==> src/hw/sol_consts.svh <==
// timing, pattern and count constants for the out-of-band signalling ends
// Function
// - three signals: reset, initialise, wake, both directions
// - bursts of ALIGN or D24.3 dwords only
// - every burst lasts 160 OOB UI
// - reset/initialise gap is 480 OOB UI
// - gaps drive common-mode idle, not data
// - wake detection ends partial or slumber state
// - reset reported after four well-spaced bursts
// - gap below 175 or above 525 invalidates
// - host reset train has at least six bursts
// - line idle 525 ns after last burst
`ifndef SOL_CONSTS_SVH
`define SOL_CONSTS_SVH

// ==========================================================
// clock and link timing
`define SOL_CLK_PS        5000
`define SOL_BURST_PS      106700
`define SOL_GAP_PS        320000
`define SOL_WAKE_GAP_PS   106700
`define SOL_GAP_MIN_PS    175000
`define SOL_GAP_MAX_PS    525000
`define SOL_WAKE_MIN_PS   55000
`define SOL_BURST_CYC     8'((`SOL_BURST_PS + `SOL_CLK_PS - 1) / `SOL_CLK_PS)
`define SOL_GAP_CYC       8'((`SOL_GAP_PS + `SOL_CLK_PS - 1) / `SOL_CLK_PS)
`define SOL_WAKE_GAP_CYC  8'((`SOL_WAKE_GAP_PS + `SOL_CLK_PS - 1) / `SOL_CLK_PS)
`define SOL_GAP_MIN_CYC   8'((`SOL_GAP_MIN_PS + `SOL_CLK_PS - 1) / `SOL_CLK_PS)
`define SOL_GAP_MAX_CYC   8'(`SOL_GAP_MAX_PS / `SOL_CLK_PS)
`define SOL_WAKE_MIN_CYC  8'((`SOL_WAKE_MIN_PS + `SOL_CLK_PS - 1) / `SOL_CLK_PS)
`define SOL_TAIL_CYC      8'(`SOL_GAP_MAX_PS / `SOL_CLK_PS + 1)

// ==========================================================
// burst counts and patterns
`define SOL_TX_BURSTS     3'h6
`define SOL_DET_BURSTS    3'h4
`define SOL_ALIGN_DW      32'h7B4A4ABC
`define SOL_D243_DW       32'h78787878
`define SOL_IDLE_DW       32'h00000000

`endif

==> src/hw/sol_pkg.sv <==
// types and word decode shared by both link ends
`include "sol_consts.svh"
package sol_pkg;

   // ==========================================================
   // types
   typedef enum logic {SOL_OOB_RSTINIT, SOL_OOB_WAKE} sol_oob_t;
   typedef enum logic [1:0] {SOL_PM_ACTIVE, SOL_PM_PARTIAL, SOL_PM_SLUMBER} sol_pm_t;
   typedef enum logic [1:0] {SOL_TX_IDLE, SOL_TX_BURST, SOL_TX_GAP, SOL_TX_TAIL} sol_tx_st_t;

   // ==========================================================
   // burst content check
   function automatic logic sol_is_oob_word(input logic [31:0] dw);
      return (dw == `SOL_ALIGN_DW) || (dw == `SOL_D243_DW);
   endfunction

   // gap between bursts fits a reset/initialise train
   function automatic logic sol_gap_long(input logic [7:0] gap);
      return (gap >= `SOL_GAP_MIN_CYC) && (gap <= `SOL_GAP_MAX_CYC);
   endfunction

   // gap between bursts fits a wake train
   function automatic logic sol_gap_short(input logic [7:0] gap);
      return (gap >= `SOL_WAKE_MIN_CYC) && (gap < `SOL_GAP_MIN_CYC);
   endfunction

endpackage

==> src/hw/sol_link_if.sv <==
// serial link seen at burst level, one lane per direction
interface sol_link_if;
   // host to device lane
   logic        h2d_burst;
   logic [31:0] h2d_dword;
   // device to host lane
   logic        d2h_burst;
   logic [31:0] d2h_dword;

   modport host (
      output h2d_burst,
      output h2d_dword,
      input  d2h_burst,
      input  d2h_dword
   );

   modport dev (
      input  h2d_burst,
      input  h2d_dword,
      output d2h_burst,
      output d2h_dword
   );
endinterface

==> src/hw/sol_dev_end.sv <==
// device end: sends initialise and wake, detects reset and wake, power state
`include "sol_consts.svh"
module sol_dev_end (
   // clock and reset
   input  wire logic            clk_sys_i,
   input  wire logic            sys_rst_i,
   // link
   sol_link_if.dev              link,
   // user requests
   input  wire logic            send_init_i,
   input  wire logic            send_wake_i,
   input  wire logic            use_d243_i,
   input  wire logic            pm_partial_i,
   input  wire logic            pm_slumber_i,
   // status
   output logic                 rst_det_o,
   output logic                 rst_end_o,
   output logic                 wake_det_o,
   output logic                 wake_end_o,
   output logic                 tx_busy_o,
   output logic                 tx_done_o,
   output sol_pkg::sol_pm_t     pm_state_o
);
   import sol_pkg::*;

   // ==========================================================
   // receive detector
   logic       rx_on;
   logic       rx_start;
   logic       rx_on_d_ff;
   logic [7:0] idle_cnt_ff;
   logic [2:0] n_rst_ff;
   logic [2:0] n_wake_ff;
   logic       rst_det_ff;
   logic       wake_det_ff;
   logic       rst_end_ff;
   logic       wake_end_ff;
   logic       train_end;

   assign rx_on     = link.h2d_burst && sol_is_oob_word(link.h2d_dword);
   assign rx_start  = rx_on && !rx_on_d_ff;
   assign train_end = !rx_on && (idle_cnt_ff == `SOL_GAP_MAX_CYC);

   always_ff @(posedge clk_sys_i) begin
      if (sys_rst_i) begin
         rx_on_d_ff <= 1'b0;
      end else begin
         rx_on_d_ff <= rx_on;
      end
   end

   // idle length since last burst, saturating past the longest gap
   always_ff @(posedge clk_sys_i) begin
      if (sys_rst_i) begin
         idle_cnt_ff <= `SOL_TAIL_CYC;
      end else if (rx_on) begin
         idle_cnt_ff <= 8'h00;
      end else if (idle_cnt_ff < `SOL_TAIL_CYC) begin
         idle_cnt_ff <= idle_cnt_ff + 8'h01;
      end
   end

   // burst counters per train kind
   always_ff @(posedge clk_sys_i) begin
      if (sys_rst_i) begin
         n_rst_ff  <= 3'h0;
         n_wake_ff <= 3'h0;
      end else if (train_end) begin
         n_rst_ff  <= 3'h0;
         n_wake_ff <= 3'h0;
      end else if (rx_start) begin
         if (idle_cnt_ff >= `SOL_TAIL_CYC) begin
            n_rst_ff  <= 3'h1;
            n_wake_ff <= 3'h1;
         end else if (sol_gap_long(idle_cnt_ff)) begin
            n_rst_ff  <= (n_rst_ff == `SOL_DET_BURSTS) ? n_rst_ff : n_rst_ff + 3'h1;
            n_wake_ff <= 3'h1;
         end else if (sol_gap_short(idle_cnt_ff)) begin
            n_wake_ff <= (n_wake_ff == `SOL_DET_BURSTS) ? n_wake_ff : n_wake_ff + 3'h1;
            n_rst_ff  <= 3'h1;
         end else begin
            n_rst_ff  <= 3'h1;
            n_wake_ff <= 3'h1;
         end
      end
   end

   // reset seen after four bursts, dropped on a bad gap or train end
   always_ff @(posedge clk_sys_i) begin
      if (sys_rst_i) begin
         rst_det_ff <= 1'b0;
         rst_end_ff <= 1'b0;
      end else begin
         rst_end_ff <= train_end && rst_det_ff;
         if (train_end) begin
            rst_det_ff <= 1'b0;
         end else if (rx_start) begin
            rst_det_ff <= sol_gap_long(idle_cnt_ff) &&
                          (n_rst_ff >= `SOL_DET_BURSTS - 3'h1);
         end
      end
   end

   always_ff @(posedge clk_sys_i) begin
      if (sys_rst_i) begin
         wake_det_ff <= 1'b0;
         wake_end_ff <= 1'b0;
      end else begin
         wake_end_ff <= train_end && wake_det_ff;
         if (train_end) begin
            wake_det_ff <= 1'b0;
         end else if (rx_start) begin
            wake_det_ff <= sol_gap_short(idle_cnt_ff) &&
                           (n_wake_ff >= `SOL_DET_BURSTS - 3'h1);
         end
      end
   end

   // ==========================================================
   // pending requests, event set wins over take
   logic       pend_init_ff;
   logic       pend_wake_ff;
   logic       take;
   sol_oob_t   take_kind;

   assign take_kind = pend_init_ff ? SOL_OOB_RSTINIT : SOL_OOB_WAKE;

   always_ff @(posedge clk_sys_i) begin
      if (sys_rst_i) begin
         pend_init_ff <= 1'b0;
      end else if (send_init_i || rst_end_ff) begin
         pend_init_ff <= 1'b1;
      end else if (take && take_kind == SOL_OOB_RSTINIT) begin
         pend_init_ff <= 1'b0;
      end
   end

   always_ff @(posedge clk_sys_i) begin
      if (sys_rst_i) begin
         pend_wake_ff <= 1'b0;
      end else if (send_wake_i || wake_end_ff) begin
         pend_wake_ff <= 1'b1;
      end else if (take && take_kind == SOL_OOB_WAKE) begin
         pend_wake_ff <= 1'b0;
      end
   end

   // ==========================================================
   // transmit sequencer
   sol_tx_st_t state_ff;
   sol_tx_st_t nxt_state;
   logic [7:0] cnt_ff;
   logic [7:0] nxt_cnt;
   logic [2:0] nb_ff;
   logic [2:0] nxt_nb;
   sol_oob_t   kind_ff;
   logic       d243_ff;
   logic [7:0] gap_len;
   logic       tx_burst_ff;
   logic [31:0] tx_dword_ff;
   logic       busy_ff;
   logic       done_ff;

   assign gap_len = (kind_ff == SOL_OOB_WAKE) ? `SOL_WAKE_GAP_CYC : `SOL_GAP_CYC;

   always_comb begin
      nxt_state = state_ff;
      nxt_cnt   = cnt_ff + 8'h01;
      nxt_nb    = nb_ff;
      take      = 1'b0;
      case (state_ff)
         SOL_TX_IDLE: begin
            nxt_cnt = 8'h00;
            if (pend_init_ff || pend_wake_ff) begin
               take      = 1'b1;
               nxt_state = SOL_TX_BURST;
               nxt_nb    = 3'h1;
            end
         end
         SOL_TX_BURST: begin
            if (cnt_ff == `SOL_BURST_CYC - 8'h01) begin
               nxt_cnt   = 8'h00;
               nxt_state = (nb_ff == `SOL_TX_BURSTS) ? SOL_TX_TAIL : SOL_TX_GAP;
            end
         end
         SOL_TX_GAP: begin
            if (cnt_ff == gap_len - 8'h01) begin
               nxt_cnt   = 8'h00;
               nxt_state = SOL_TX_BURST;
               nxt_nb    = nb_ff + 3'h1;
            end
         end
         SOL_TX_TAIL: begin
            if (cnt_ff == `SOL_TAIL_CYC - 8'h01) begin
               nxt_state = SOL_TX_IDLE;
            end
         end
         default: begin
            nxt_state = SOL_TX_IDLE;
         end
      endcase
   end

   always_ff @(posedge clk_sys_i) begin
      if (sys_rst_i) begin
         state_ff <= SOL_TX_IDLE;
         cnt_ff   <= 8'h00;
         nb_ff    <= 3'h0;
      end else begin
         state_ff <= nxt_state;
         cnt_ff   <= nxt_cnt;
         nb_ff    <= nxt_nb;
      end
   end

   always_ff @(posedge clk_sys_i) begin
      if (sys_rst_i) begin
         kind_ff <= SOL_OOB_RSTINIT;
         d243_ff <= 1'b0;
      end else if (take) begin
         kind_ff <= take_kind;
         d243_ff <= use_d243_i;
      end
   end

   // line drives pattern only inside a burst, idle level otherwise
   always_ff @(posedge clk_sys_i) begin
      if (sys_rst_i) begin
         tx_burst_ff <= 1'b0;
         tx_dword_ff <= `SOL_IDLE_DW;
      end else begin
         tx_burst_ff <= (nxt_state == SOL_TX_BURST);
         if (nxt_state == SOL_TX_BURST) begin
            tx_dword_ff <= d243_ff ? `SOL_D243_DW : `SOL_ALIGN_DW;
         end else begin
            tx_dword_ff <= `SOL_IDLE_DW;
         end
      end
   end

   always_ff @(posedge clk_sys_i) begin
      if (sys_rst_i) begin
         busy_ff <= 1'b0;
         done_ff <= 1'b0;
      end else begin
         busy_ff <= (nxt_state != SOL_TX_IDLE);
         done_ff <= (state_ff == SOL_TX_TAIL) && (nxt_state == SOL_TX_IDLE);
      end
   end

   // ==========================================================
   // power state
   sol_pm_t pm_ff;

   always_ff @(posedge clk_sys_i) begin
      if (sys_rst_i) begin
         pm_ff <= SOL_PM_ACTIVE;
      end else if (wake_det_ff || rst_det_ff) begin
         pm_ff <= SOL_PM_ACTIVE;
      end else if (take && take_kind == SOL_OOB_WAKE) begin
         pm_ff <= SOL_PM_ACTIVE;
      end else if (pm_ff == SOL_PM_ACTIVE && !busy_ff) begin
         if (pm_slumber_i) begin
            pm_ff <= SOL_PM_SLUMBER;
         end else if (pm_partial_i) begin
            pm_ff <= SOL_PM_PARTIAL;
         end
      end
   end

   // ==========================================================
   // outputs
   assign link.d2h_burst = tx_burst_ff;
   assign link.d2h_dword = tx_dword_ff;
   assign rst_det_o      = rst_det_ff;
   assign rst_end_o      = rst_end_ff;
   assign wake_det_o     = wake_det_ff;
   assign wake_end_o     = wake_end_ff;
   assign tx_busy_o      = busy_ff;
   assign tx_done_o      = done_ff;
   assign pm_state_o     = pm_ff;
endmodule

==> src/flat_wrapper.sv <==
// flat-port wrapper written by rule: the top's interface ports become plain ports
module sol_dev_end_flat import sol_pkg::*;
  (clk_sys_i, sys_rst_i, send_init_i, send_wake_i, use_d243_i, pm_partial_i, pm_slumber_i, rst_det_o, rst_end_o, wake_det_o, wake_end_o, tx_busy_o, tx_done_o, pm_state_o, link_h2d_burst, link_h2d_dword, link_d2h_burst, link_d2h_dword);
  sol_link_if link_i ();
  input  wire logic clk_sys_i;
  input  wire logic sys_rst_i;
  input  wire logic send_init_i;
  input  wire logic send_wake_i;
  input  wire logic use_d243_i;
  input  wire logic pm_partial_i;
  input  wire logic pm_slumber_i;
  output logic rst_det_o;
  output logic rst_end_o;
  output logic wake_det_o;
  output logic wake_end_o;
  output logic tx_busy_o;
  output logic tx_done_o;
  output sol_pkg::sol_pm_t pm_state_o;
  input wire logic [$bits(link_i.h2d_burst)-1:0] link_h2d_burst;
  input wire logic [$bits(link_i.h2d_dword)-1:0] link_h2d_dword;
  output wire logic [$bits(link_i.d2h_burst)-1:0] link_d2h_burst;
  output wire logic [$bits(link_i.d2h_dword)-1:0] link_d2h_dword;
  assign link_i.h2d_burst = link_h2d_burst;
  assign link_i.h2d_dword = link_h2d_dword;
  assign link_d2h_burst = link_i.d2h_burst;
  assign link_d2h_dword = link_i.d2h_dword;
  sol_dev_end u_core (.clk_sys_i(clk_sys_i), .sys_rst_i(sys_rst_i), .link(link_i), .send_init_i(send_init_i), .send_wake_i(send_wake_i), .use_d243_i(use_d243_i), .pm_partial_i(pm_partial_i), .pm_slumber_i(pm_slumber_i), .rst_det_o(rst_det_o), .rst_end_o(rst_end_o), .wake_det_o(wake_det_o), .wake_end_o(wake_end_o), .tx_busy_o(tx_busy_o), .tx_done_o(tx_done_o), .pm_state_o(pm_state_o));
endmodule
==> config.mk <==
export PLATFORM = sky130hd
export DESIGN_NAME = sol_dev_end_flat
export DESIGN_NICKNAME = d
export VERILOG_FILES = /design/src/hw/sol_pkg.sv /design/src/hw/sol_link_if.sv /design/src/hw/sol_dev_end.sv /design/src/flat_wrapper.sv
export VERILOG_INCLUDE_DIRS = /design/src /design/src/hw
export SDC_FILE = /design/constraint.sdc
export NUM_CORES = 1
export LEC_CHECK = 0
export BUFFER_PORTS_ARGS = -buffer_cell sky130_fd_sc_hd__buf_2
export CAP_MARGIN = 0
export CORE_UTILIZATION = 47
export DETAILED_ROUTE_END_ITERATION = 10
export PLACE_DENSITY = 0.73
export REMOVE_ABC_BUFFERS = 1
export SETUP_SLACK_MARGIN = 0.15
export SLEW_MARGIN = 25
export SYNTH_ARGS = -nofsm -noshare
export SYNTH_HDL_FRONTEND = slang
export SYNTH_SLANG_ARGS = --single-unit
==> constraint.sdc <==
create_clock -name clk_sys_i -period 4.7 [get_ports clk_sys_i]
set_input_delay 0.47 -clock clk_sys_i [delete_from_list [all_inputs] [get_ports clk_sys_i]]
set_output_delay 0.47 -clock clk_sys_i [all_outputs]
set_load 0.1 [all_outputs]
## Word-level counts from Yosys, hierarchy flattened

Cells that the tools add are included.

| cells by class | value |
|---|---|
| add/sub/neg operators | 6 |
| order comparisons | 8 |
| equality and inequality tests | 17 |
| multiplexer cells | 32 |
| bitwise gates (word level) | 1 |
| reduce and logical (&&, ||, !) cells | 38 |

Operators by type and width:

| operator | number |
|---|---|
| 32-bit by 31-bit == test with 1-bit output (second input constant) | 2 |
| 3-bit two-way mux | 9 |
| 26-bit two-way mux | 1 |
| 8-bit one-hot mux with 3 select lines | 1 |
| 7-bit two-way mux | 3 |
| 8-bit by 1-bit adder with 8-bit output (second input constant) | 2 |
| 8-bit by 7-bit == test with 1-bit output (second input constant) | 2 |
| 8-bit two-way mux | 2 |
| 1-bit logical AND | 13 |
| 2-bit two-way mux | 6 |
| 2-bit nonzero test | 6 |
| 3-bit by 1-bit adder with 3-bit output (second input constant) | 3 |
| 3-bit == test (second input constant) | 3 |
| 8-bit by 5-bit == test with 1-bit output (second input constant) | 1 |
| 8-bit == test | 1 |
| 8-bit by 4-bit greater-or-equal comparator with 1-bit output (second input constant) | 1 |
| 8-bit by 6-bit greater-or-equal comparator with 1-bit output (second input constant) | 1 |
| 8-bit by 7-bit greater-or-equal comparator with 1-bit output (second input constant) | 1 |
| 8-bit by 7-bit <= comparator with 1-bit output (second input constant) | 1 |
| 8-bit by 6-bit < comparator with 1-bit output (second input constant) | 1 |
| 8-bit by 7-bit < comparator with 1-bit output (second input constant) | 1 |
| 1-bit two-way mux | 8 |
| 2-bit one-hot mux with 4 select lines | 1 |
| 8-bit by 1-bit subtractor with 8-bit output (second input constant) | 1 |
| 15 further kinds | 31 |

| storage, ports and cells | value |
|---|---|
| bits in registers | 73 |
| input bits | 40 |
| output and inout port bits | 41 |
| logic and storage cells | 123 |

## Logic depth before layout (Yosys ltp)

Gate-level depths: netlist (run 1).

| depth | value |
|---|---|
| word-level depth | 8 |
| depth in mapped cells | 7 |
| mapped depth without buffers | 7 |

## Least setup slack after synthesis (run 1)

OpenSTA, ideal clock, no wires.

| timing | value |
|---|---|
| path kind | reg-to-output |
| start point | reg, netlist name u_core.link.d2h_dword[29] |
| end point | out link_d2h_dword[11] |
| arrival | 1.518 ns |
| setup slack | 2.712 ns |
| cell stages (with the launch flop) | 2 |
| cell sequence | dfxtp_1 buf_4 |

RTL lines:

| element | RTL line | source |
|---|---|---|
| end, declared | flat_wrapper.sv:22 | `output wire logic [$bits(link_i.d2h_dword)-1:0] link_d2h_dword;` |

## Worst setup path after layout (run 1)

| timing | value |
|---|---|
| start point | reg u_core.cnt_ff[0] |
| end point | reg u_core.tx_dword_ff[25] (netlist: u_core.link.d2h_dword[25]) |

| on the way | value |
|---|---|
| longest elaborated chain between the ends | 6 |
| elaborated cells between the ends (all ways) | 10 |

Ends and longest elaborated chain:

| element | RTL line | source |
|---|---|---|
| start, declared | sol_dev_end.sv:152 | `logic [7:0] cnt_ff;` |
| start signal, assigned | sol_dev_end.sv:211 | `cnt_ff <= nxt_cnt;` |
| 8-bit by 7-bit == test with 1-bit output (tied with other cells) | sol_dev_end.sv:194 | `` if (cnt_ff == `SOL_TAIL_CYC - 8'h01) begin `` |
| 2-bit two-way mux, on equally long branches | sol_dev_end.sv:194, sol_dev_end.sv:181, sol_dev_end.sv:187 |  |
| 2-bit one-hot mux with 4 select lines (*) | sol_dev_end.sv:171 | `case (state_ff)` |
| 2-bit by 1-bit == test with 1-bit output (*) | sol_dev_end.sv:233 | `if (nxt_state == SOL_TX_BURST) begin` |
| 1-bit inverter (no line) (*) | - |  |
| 2-bit OR reduction (no line) (*) | - |  |
| end signal, assigned | sol_dev_end.sv:230 | `` tx_dword_ff <= `SOL_IDLE_DW; `` |
| end signal, assigned | sol_dev_end.sv:234 | `` tx_dword_ff <= d243_ff ? `SOL_D243_DW : `SOL_ALIGN_DW; `` |
| end signal, assigned | sol_dev_end.sv:236 | `` tx_dword_ff <= `SOL_IDLE_DW; `` |
| end, declared | sol_dev_end.sv:160 | `logic [31:0] tx_dword_ff;` |

Mark *: on every way between the ends. The rest lies on a longest branch, timed or not.
A chain may end at the register's enable or synchronous reset.

==> results of run 1 <==
-- final cells by class --
cell class,instances,area [um2],share of cell area (%)
Multi-Input combinational cell,211,1460,49.7
Clock buffer,6,72.6,2.47
Clock inverter,2,35.0,1.19
Tap cell,70,87.6,2.98
Inverter,13,48.8,1.66
Sequential cell,44,881,30.0
Timing Repair Buffer,70,350,11.9
-- cells in the final DEF, fill, tap and decap left out, drive strengths merged, types with 3 or more instances in the layout --
| master | Yosys | routed |
|---|---|---|
| nand2 | 17 | 17 |
| and3 | 6 | 6 |
| clkbuf | 6 | 6 |
| nand4b | 4 | 4 |
| nor2 | 35 | 35 |
| nand3 | 7 | 7 |
| buf | 32 | 70 |
| a211oi | 4 | 4 |
| nand2b | 3 | 3 |
| dfxtp | 44 | 44 |
| nor4bb | 5 | 5 |
| nand4 | 7 | 7 |
| xnor2 | 5 | 5 |
| and2 | 3 | 3 |
| nand3b | 3 | 3 |
| conb | 1 | 10 |
| a21oi | 13 | 13 |
| inv | 13 | 13 |
| mux2i | 3 | 3 |
| nor2b | 3 | 3 |
| ha | 14 | 14 |
| xor2 | 7 | 7 |
| nor3 | 6 | 6 |
| nor4b | 5 | 5 |
| o21ai | 5 | 5 |
| o21bai | 6 | 6 |
| a21o | 3 | 3 |
-- cells by family (layout without fill, tap and decap cells) --
| family | Yosys count | after routing |
|---|---|---|
| fa+ha+maj | 14 | 14 |
| buf+inv | 51 | 91 |
| compound gates | 53 | 53 |
| flops | 44 | 44 |
| mux | 3 | 3 |
| simple gates | 119 | 119 |
| xor+xnor | 12 | 12 |
| other cells | 1 | 10 |
-- routing by layer --
metal / wire, um / vias up
met3: 115 / 7
met4: 50 / 0
met5: 0 / -
li1: - / 1107
met2: 2620 / 26
met1: 2300 / 1004
-- per-stage QoR --
| step | area, um2 | util, % | instances | setup WS [ns] |
|---|---|---|---|---|
| 2_1_floorplan | 2390 | - | 268 | -3.12 |
| 3_3_place_gp | 2830 | 54.0 | 408 | 2.46 |
| 3_5_place_dp | 2830 | 54.0 | 408 | 2.34 |
| 4_1_cts | 2940 | 56.0 | 416 | 2.58 |
| 5_1_grt | 2940 | 56.0 | 416 | 2.35 |
| 6_report | 2940 | 56.0 | 416 | 2.56 |
-- worst reg2reg max path, delay by kind of cell, from the launching register on --
| kind | cells | cell delay, ns |
|---|---|---|
| AND/OR/NAND/NOR | 3 | 0.78 |
| AO/OA/AOI/OAI | 2 | 0.62 |
| adder cells (fa/ha/maj) | 1 | 0.19 |
| flip-flops | 1 | 0.44 |
-- state kept, by name, indices dropped and copies added (netlist names), 2 cells and up --
name / count
u_core.link.d2h_dword: 3
u_core.cnt_ff: 8
u_core.n_rst_ff: 3
u_core.idle_cnt_ff: 8
u_core.pm_state_o: 2
u_core.n_wake_ff: 3
u_core.nb_ff: 3
u_core.state_ff: 2
-- final timing paths --
| path | endpoint | depth (start not counted) |
|---|---|---|
| setup / recovery | u_core.link.d2h_dword[25] | 6 |
| hold / removal | u_core.pend_wake_ff | 3 |
| setup reg to reg | u_core.link.d2h_dword[25] | 6 |
| hold reg to reg | u_core.kind_ff | 2 |
-- report_power, final --
group / switching [mW] / total [mW] / internal (mW)
combinational: 0.206 / 0.250 / 0.0433
clock: 0.126 / 0.283 / 0.158
sequential: 0.0104 / 0.394 / 0.383
==> flow_summary.yaml, run 1 <==
critical_path:
  r2r_start: "u_core.cnt_ff[0]"
  cp_data_required_time_ns: 4.89
  path_buf_inv: 0
  path_class: "register to register"
  path_cells: "ha_1 -> nor4b_1 -> a311oi_1 -> o41a_2 -> and2_4 -> and2b_1"
  startpoint_type: "register"
  arrival_ns: 2.33
  max_stage_delay_ns: 0.46
  r2r_slack_ns: 2.56
  crit_start: "u_core.cnt_ff[0]"
  crit_family: "simple AND/OR/NAND/NOR gates"
  end_kind: "register"
  slowest_stage: "nor4b_1"
  cp_max_fo: 7
logic_synthesis:
  synthXorXnorAreaFrac_pct: 3.99
  netlist_area_um2: 2630
  yosys.area.top_type_share_pct: 33.5
  synthCells: 297
  synth_top_family_by_area: "simple AND/OR/NAND/NOR gates"
  synth_compound_area_share_pct: 16.5
  avgSynthCellArea_um2: 8.86
  synth_fa_ha_area_share_pct: 6.66
  synthTopCellsByArea: "dfxtp_1 33%, buf_4 8.3%, ha_1 6.7%"
  synth_cell_type_count: 64
  synthSimpleGateAreaFrac_pct: 25.8
  synth-seq-cells: 44
  ys_seq_area_share_pct: 33.5
  synthArstFlopShare_pct: 0
  synth_flop_cell: "dfxtp_1"
  ys_top_cells_by_count: "44 x dfxtp_1, 35 x nor2_1, 29 x buf_4"
  yosysMostFrequentCell: "dfxtp_1"
  synthMuxAreaShare_pct: 1.14
  yosysWarnings: 0
  yosysTopAreaCell: "dfxtp_1"
  synth_edf_count: 0
grt:
  grtUsageMet3_pct: 3.45
  use_met2_pct: 33.3
  antenna_found_initial: 0
  grt_max_degree: 22
  grt_first_pass_wirelength_mm: 9.00
  first_global_vias: 2073
  grtUsageMet1_pct: 21.9
  track_usage_pct: 18.6
  gr-max-usage-layer: "met2"
  grt_overflow: 0
clocking:
  cts_max_level: 2
  ctsLongestPathBuffers: 2
  tritoncts: "yes"
  cts-root-buf: "clkbuf_8"
  cts_made_buffers: 5
  clock_latency_ns: 0.29
  post_cts_buffers: 0
  clock_sinks: 44
  cts_hold_buffers: 0
  path_clk_slew_ns: 0.08
  ctsResizeCount: 0
hold_path:
  min_path_type: "input pin to register"
  worstHoldStart: "send_wake_i"
timing:
  tns_ns: 0
  fin_skew_ns: 0.00727
  slew_headroom_pct: 42.4
  min_period_over_period_pct: 45.4
  final-setup-viol-count: 0
  rsz0062_at_grt: "false"
  holdWs_ns: 0.398
  fin_crit_ns: 2.14
  hold_viol_final: 0
  worst_pin_slew_ns: 0.857
  timing.fmax_ghz: 0.468
  slew_viol_final: 0
floorplanning:
  die_h_um: 76.8
  boundaryPins: 81
  dieArea_um2: 5900
  dieWidth_um: 76.8
  core-area_um2: 5240
  start_util_pct: 50.2
  placementRows: 26
detailed_routing:
  dr.pass1.iters: 4
  drc_errors: 0
  vias: 2144
  wl_mm: 5.09
  final_antenna_net_count: 0
  drtIter0Drc: 115
  detail_route.wl_per_cell_um: 12.2
  via_per_inst: 5.15
placement:
  numPortBuffers: 70
  place_congestion: 0.824
  hpwlAfterDp_mm: 3.91
pwr:
  power_density_nw_per_um2: 316
  irDropWorstVdd_mv: 0.156
  total_power_mw: 0.927
  p_leak_nw: 1.33
run_status:
  status: "finished clean"
finish:
  area_delta_synth_final_pct: 11.6
  nets: 399
  antenna_cells: 0
  num-fill-cells: 500
  drive_above_1_share_pct: 26.9
job:
  cap_viol_max_count: 0
No activity file was read; power rests on OpenSTA's default activity.
==> inputs of run 2 (changes only) <==
Clock period 4.7 ns to 2.15 ns, I/O delays scaled along.
==> run 2 against run 1 <==
Effect of this change: register-to-register slack lost 2.3 ns; critical endpoint is now u_core.tx_busy_o; first-iteration DRC count down 59%; highest routed layer unchanged; wire length up 2.6%; critical path type unchanged; largest power group unchanged; worst setup slack got worse by 2.3 ns.
==> flow_summary.yaml, run 2 (same netlist as run 1, synthesis figures left out) <==
run_status:
  status: "finished clean"
hold_path:
  hold_path_depth: 3
  worstHoldStart: "send_wake_i"
  min_path_type: "input pin to register"
  holdPathEnd: "u_core.pend_wake_ff"
grt:
  track_usage_pct: 18.1
  antenna_found_initial: 0
  first_global_vias: 2009
  grt_first_pass_wirelength_mm: 8.72
  grt_max_degree: 22
  grt_overflow: 0
floorplanning:
  start_util_pct: 50.2
  boundaryPins: 81
  core-area_um2: 5240
  placementRows: 26
  dieWidth_um: 76.8
  dieArea_um2: 5900
  die_h_um: 76.8
placement:
  numPortBuffers: 70
  placed_area_um2: 2890
  place_congestion: 0.777
  hpwlAfterDp_mm: 3.97
clocking:
  tritoncts: "yes"
  cts_hold_buffers: 0
  clock_sinks: 44
  ctsLongestPathBuffers: 2
  path_clk_slew_ns: 0.08
  cts-root-buf: "clkbuf_8"
  clock_latency_ns: 0.29
  cts_max_level: 2
  cts_made_buffers: 5
timing:
  fin_crit_ns: 1.93
  slew_viol_final: 0
  rsz0062_at_grt: "false"
  tns_ns: 0
  worst_pin_slew_ns: 0.518
  final-setup-viol-count: 0
  timing.fmax_ghz: 0.519
  holdWs_ns: 0.148
  min_period_over_period_pct: 89.6
  fin_skew_ns: 0.00730
  slew_headroom_pct: 65.2
  hold_viol_final: 0
detailed_routing:
  drtIter0Drc: 47
  vias: 2167
  wl_mm: 5.22
  final_antenna_net_count: 0
  dr.pass1.iters: 4
  drc_errors: 0
  detail_route.wl_per_cell_um: 12.3
  via_per_inst: 5.10
finish:
  reg_top3: "u_core.cnt_ff x8, u_core.idle_cnt_ff x8"
  antenna_cells: 0
  post-route-util_pct: 57.5
  final_cell_area_um2: 3010
  final_cell_mix: "70 x buf_2, 41 x dfxtp_1, 35 x nor2_1"
  nets: 408
  drive_above_1_share_pct: 30.1
  area_delta_synth_final_pct: 14.5
  final_common_cell: "buf_2"
critical_path:
  path_class: "register to register"
  r2r_start: "u_core.cnt_ff[5]"
  cp_data_required_time_ns: 2.33
  cp_max_fo: 6
  ff2ff_path_depth: 5
  path_cells: "or4b_4 -> a211o_1 -> a32oi_2 -> nor2_1 -> or2_1"
  arrival_ns: 2.11
  r2r-end: "u_core.tx_busy_o"
  startpoint_type: "register"
  crit_start: "u_core.cnt_ff[5]"
  max_stage_delay_ns: 0.57
  end_kind: "register"
  slowest_stage: "or4b_4"
  r2r_slack_ns: 0.22
job:
  cap_viol_max_count: 0
pwr:
  irDropWorstVdd_mv: 0.417
  p_leak_nw: 1.38
  power_density_nw_per_um2: 644
==> run 2: cell types whose count changed in the layout (fill, tap and decap cells not counted), sizes merged <==
cell    delta
bufinv     -1
clkinv     -1
buf        +9
clkbuf     +2
==> run 2: final cells by class <==
class | count | area (um2)
fillers | 492 | 2230
multi-input cells | 211 | 1480
flip-flops and latches | 44 | 885
clock buffers | 8 | 90.1
repair buffers | 79 | 418
inverters | 13 | 48.8
well taps | 70 | 87.6
==> run 2: worst max-delay path, delay by kind of cell (launching register included) <==
kind             cells  cell delay (ns)
AND/OR/NAND/NOR      3             0.87
AO/OA/AOI/OAI        2             0.58
flip-flops           1             0.37
==> run 2: power by group <==
part / leakage, nW / switching, mW / internal (mW)
sequential: 0.359 / 0.0217 / 0.838
combinational: 0.972 / 0.454 / 0.103
clock: 0.0455 / 0.261 / 0.262
==> run 2: worst max path at each step <==
stage	slack, ns	cells after the start	endpoint
floorplan	-5.42	0	link_d2h_dword[11]
global placement	0.15	7	u_core.link.d2h_dword[25]
detailed placement	0.10	7	u_core.link.d2h_dword[25]
CTS	0.16	5	u_core.link.d2h_dword[25]
global route	0.15	7	u_core.link.d2h_dword[25]
finish	0.22	5	u_core.tx_busy_o
==> run 2: metrics by stage <==
stage	setup slack [ns]	power [mW]	cells
2_1_floorplan	-5.42	1.33	268
3_3_place_gp	0.153	1.43	416
3_5_place_dp	0.102	1.43	416
4_1_cts	0.164	1.96	424
5_1_grt	0.153	2.02	425
6_report	0.223	1.94	425
==> run 2: layer usage <==
layer	up-vias	share of wire, %	global-route usage (%)
met2	20	52	32.1
met5	-	0	0
met4	0	1.7	6.92
li1	1123	-	-
met1	1016	44	21.3
met3	8	2.0	3.57
==> run 2: repair_timing <==
item | 4_1_cts | 5_1_grt
setup buffers | 0 | 1
resized for setup | 2 | 6
pin swaps | 1 | 2
setup endpoints to repair | 3 | 11
==> inputs of run 3 (changes only) <==
Settings changed: CORE_UTILIZATION 47 to 46, PLACE_DENSITY 0.73 to 0.75.
Clock period 2.15 ns to 1.6 ns, I/O delays scaled along.
==> run 3 against run 2 <==
Effect of this change: die area rose by 2.1%; the run now ends with negative setup slack left; clock power rose by 34%; highest routed layer unchanged; combinational power rose by 51%; sequential cell count did not move; total power rose by 39%.
==> flow_summary.yaml, run 3 (same netlist as run 1, synthesis figures left out) <==
critical_path:
  path_class: "register to register"
  cp_data_required_time_ns: 1.79
  path_cells: "or4b_4 -> a211o_1 -> a32oi_2 -> nor2_1 -> or2_1"
  path_buf_inv: 0
  end_kind: "register"
  cp_max_fo: 3
  arrival_ns: 2.06
  startpoint_type: "register"
  slowest_stage: "or4b_4"
  crit_family: "simple AND/OR/NAND/NOR gates"
  max_stage_delay_ns: 0.56
pwr:
  p_leak_nw: 1.69
  seq_power_share_pct: 42.7
  pwr-share-clk_pct: 26.0
  p_int_mw: 1.63
  power_density_nw_per_um2: 721
  irDropWorstVdd_mv: 0.548
  p_comb_share_pct: 31.3
  p_sw_share_pct: 39.6
  switchingPower_mw: 1.07
run_status:
  violations: "negative setup slack"
  status: "finished with violations"
clocking:
  cts_max_level: 2
  cts_hold_buffers: 0
  clock_sinks: 44
  cts_made_buffers: 5
  ctsLongestPathBuffers: 2
  clock_latency_ns: 0.29
  tritoncts: "yes"
  cts-root-buf: "clkbuf_8"
  path_clk_slew_ns: 0.09
timing:
  final-setup-viol-count: 20
  tns_ns: -3.01
  rsz0062_at_grt: "true"
  slew_viol_final: 0
  fin_crit_ns: 1.87
  layout_setup_ws_ns: -0.265
  min_period_over_period_pct: 117
  hold_viol_final: 0
  fin_skew_ns: 0.00901
  timing.fmax_ghz: 0.536
finish:
  final_cell_area_um2: 3730
  nets: 451
  final_cell_mix: "54 x buf_2, 42 x buf_4, 34 x nor2_1"
  area_delta_synth_final_pct: 41.9
  final_common_cell: "buf_2"
  reg_top3: "u_core.cnt_ff x8, u_core.idle_cnt_ff x8"
  antenna_cells: 0
  drive_above_1_share_pct: 48.0
floorplanning:
  start_util_pct: 47.8
  core-area_um2: 5510
  boundaryPins: 81
  die_h_um: 77.6
  dieWidth_um: 77.6
  dieArea_um2: 6030
  placementRows: 27
placement:
  placed_area_um2: 3160
  numPortBuffers: 70
  hpwlAfterDp_mm: 4.50
  preCtsSetupSlack_ns: -0.322
  place_congestion: 0.839
job:
  cap_viol_max_count: 0
grt:
  grt_first_pass_wirelength_mm: 10.3
  grt_overflow: 0
  track_usage_pct: 21.4
  grt_max_degree: 15
  first_global_vias: 2318
  antenna_found_initial: 0
detailed_routing:
  dr.pass1.iters: 4
  via_per_inst: 5.27
  drtIter0Drc: 99
  wl_mm: 6.95
  final_antenna_net_count: 0
  detail_route.wl_per_cell_um: 14.8
  vias: 2479
  drc_errors: 0
hold_path:
  min_path_type: "input pin to register"
==> run 3: cell types whose count changed in the layout (fill, tap and decap cells not counted), sizes merged <==
cell,previous run,this run
clkinv,0,3
buf,79,111
clkbuf,8,16
==> run 3: per-layer routing <==
layer | share of wire (%) | track usage (%)
met5 | 0 | 0
met3 | 3.2 | 4.00
met4 | 1.7 | 5.47
met1 | 40 | 23.8
met2 | 55 | 41.0
==> run 3: final cells by class <==
| class | instances | area [um2] |
|---|---|---|
| fill | 404 | 1770 |
| multi-input combinational | 211 | 1750 |
| sequential | 44 | 902 |
| timing repair buffer | 122 | 850 |
| tap | 72 | 90.1 |
| clock buffer | 5 | 68.8 |
| inverter | 13 | 56.3 |
| clock inverter | 3 | 18.8 |
==> run 3: tightest hold or removal path, cell delays in order <==
cell      delay (ns)
buf_2           0.08
a211oi_1        0.04
nor2_1          0.07
==> run 3: timing repair <==
action                     CTS  global route
pin swaps                   14            26
setup endpoints to repair   29            41
setup buffers                3             7
gates resized for setup     36            65
==> run 3: metrics by stage <==
| step | total power [mW] | std cells | hold slack (ns) | util (%) |
|---|---|---|---|---|
| final | 2.69 | 470 | 0.0838 | 67.8 |
| after detailed placement | 1.95 | 452 | 0.385 | 57.4 |
| after CTS | 2.63 | 463 | 0.0793 | 61.9 |
| after global placement | 1.94 | 452 | 0.376 | 57.4 |
| after global routing | 2.81 | 470 | 0.0755 | 67.8 |
| after floorplan | 1.79 | 268 | 0.229 | - |
==> run 3: final timing paths <==
kind	startpoint	end	slack, ns	depth (start not counted)
worst max register to register	u_core.cnt_ff[1]	u_core.tx_busy_o	-0.27	5
worst max-delay path	u_core.cnt_ff[1]	u_core.tx_busy_o	-0.27	5
worst min-delay path	send_wake_i	u_core.pend_wake_ff	0.08	3
worst min register to register	u_core.wake_end_o	u_core.pend_wake_ff	0.48	2
==> run 3: power groups by stage <==
stage	Clock, mW	Sequential, mW	Combinational, mW
4_1_cts	0.703	1.15	0.779
5_1_grt	0.778	1.15	0.875
3_3_place_gp	0	1.18	0.763
3_5_place_dp	0	1.18	0.770
2_1_floorplan	0	1.59	0.199
6_report	0.700	1.15	0.843
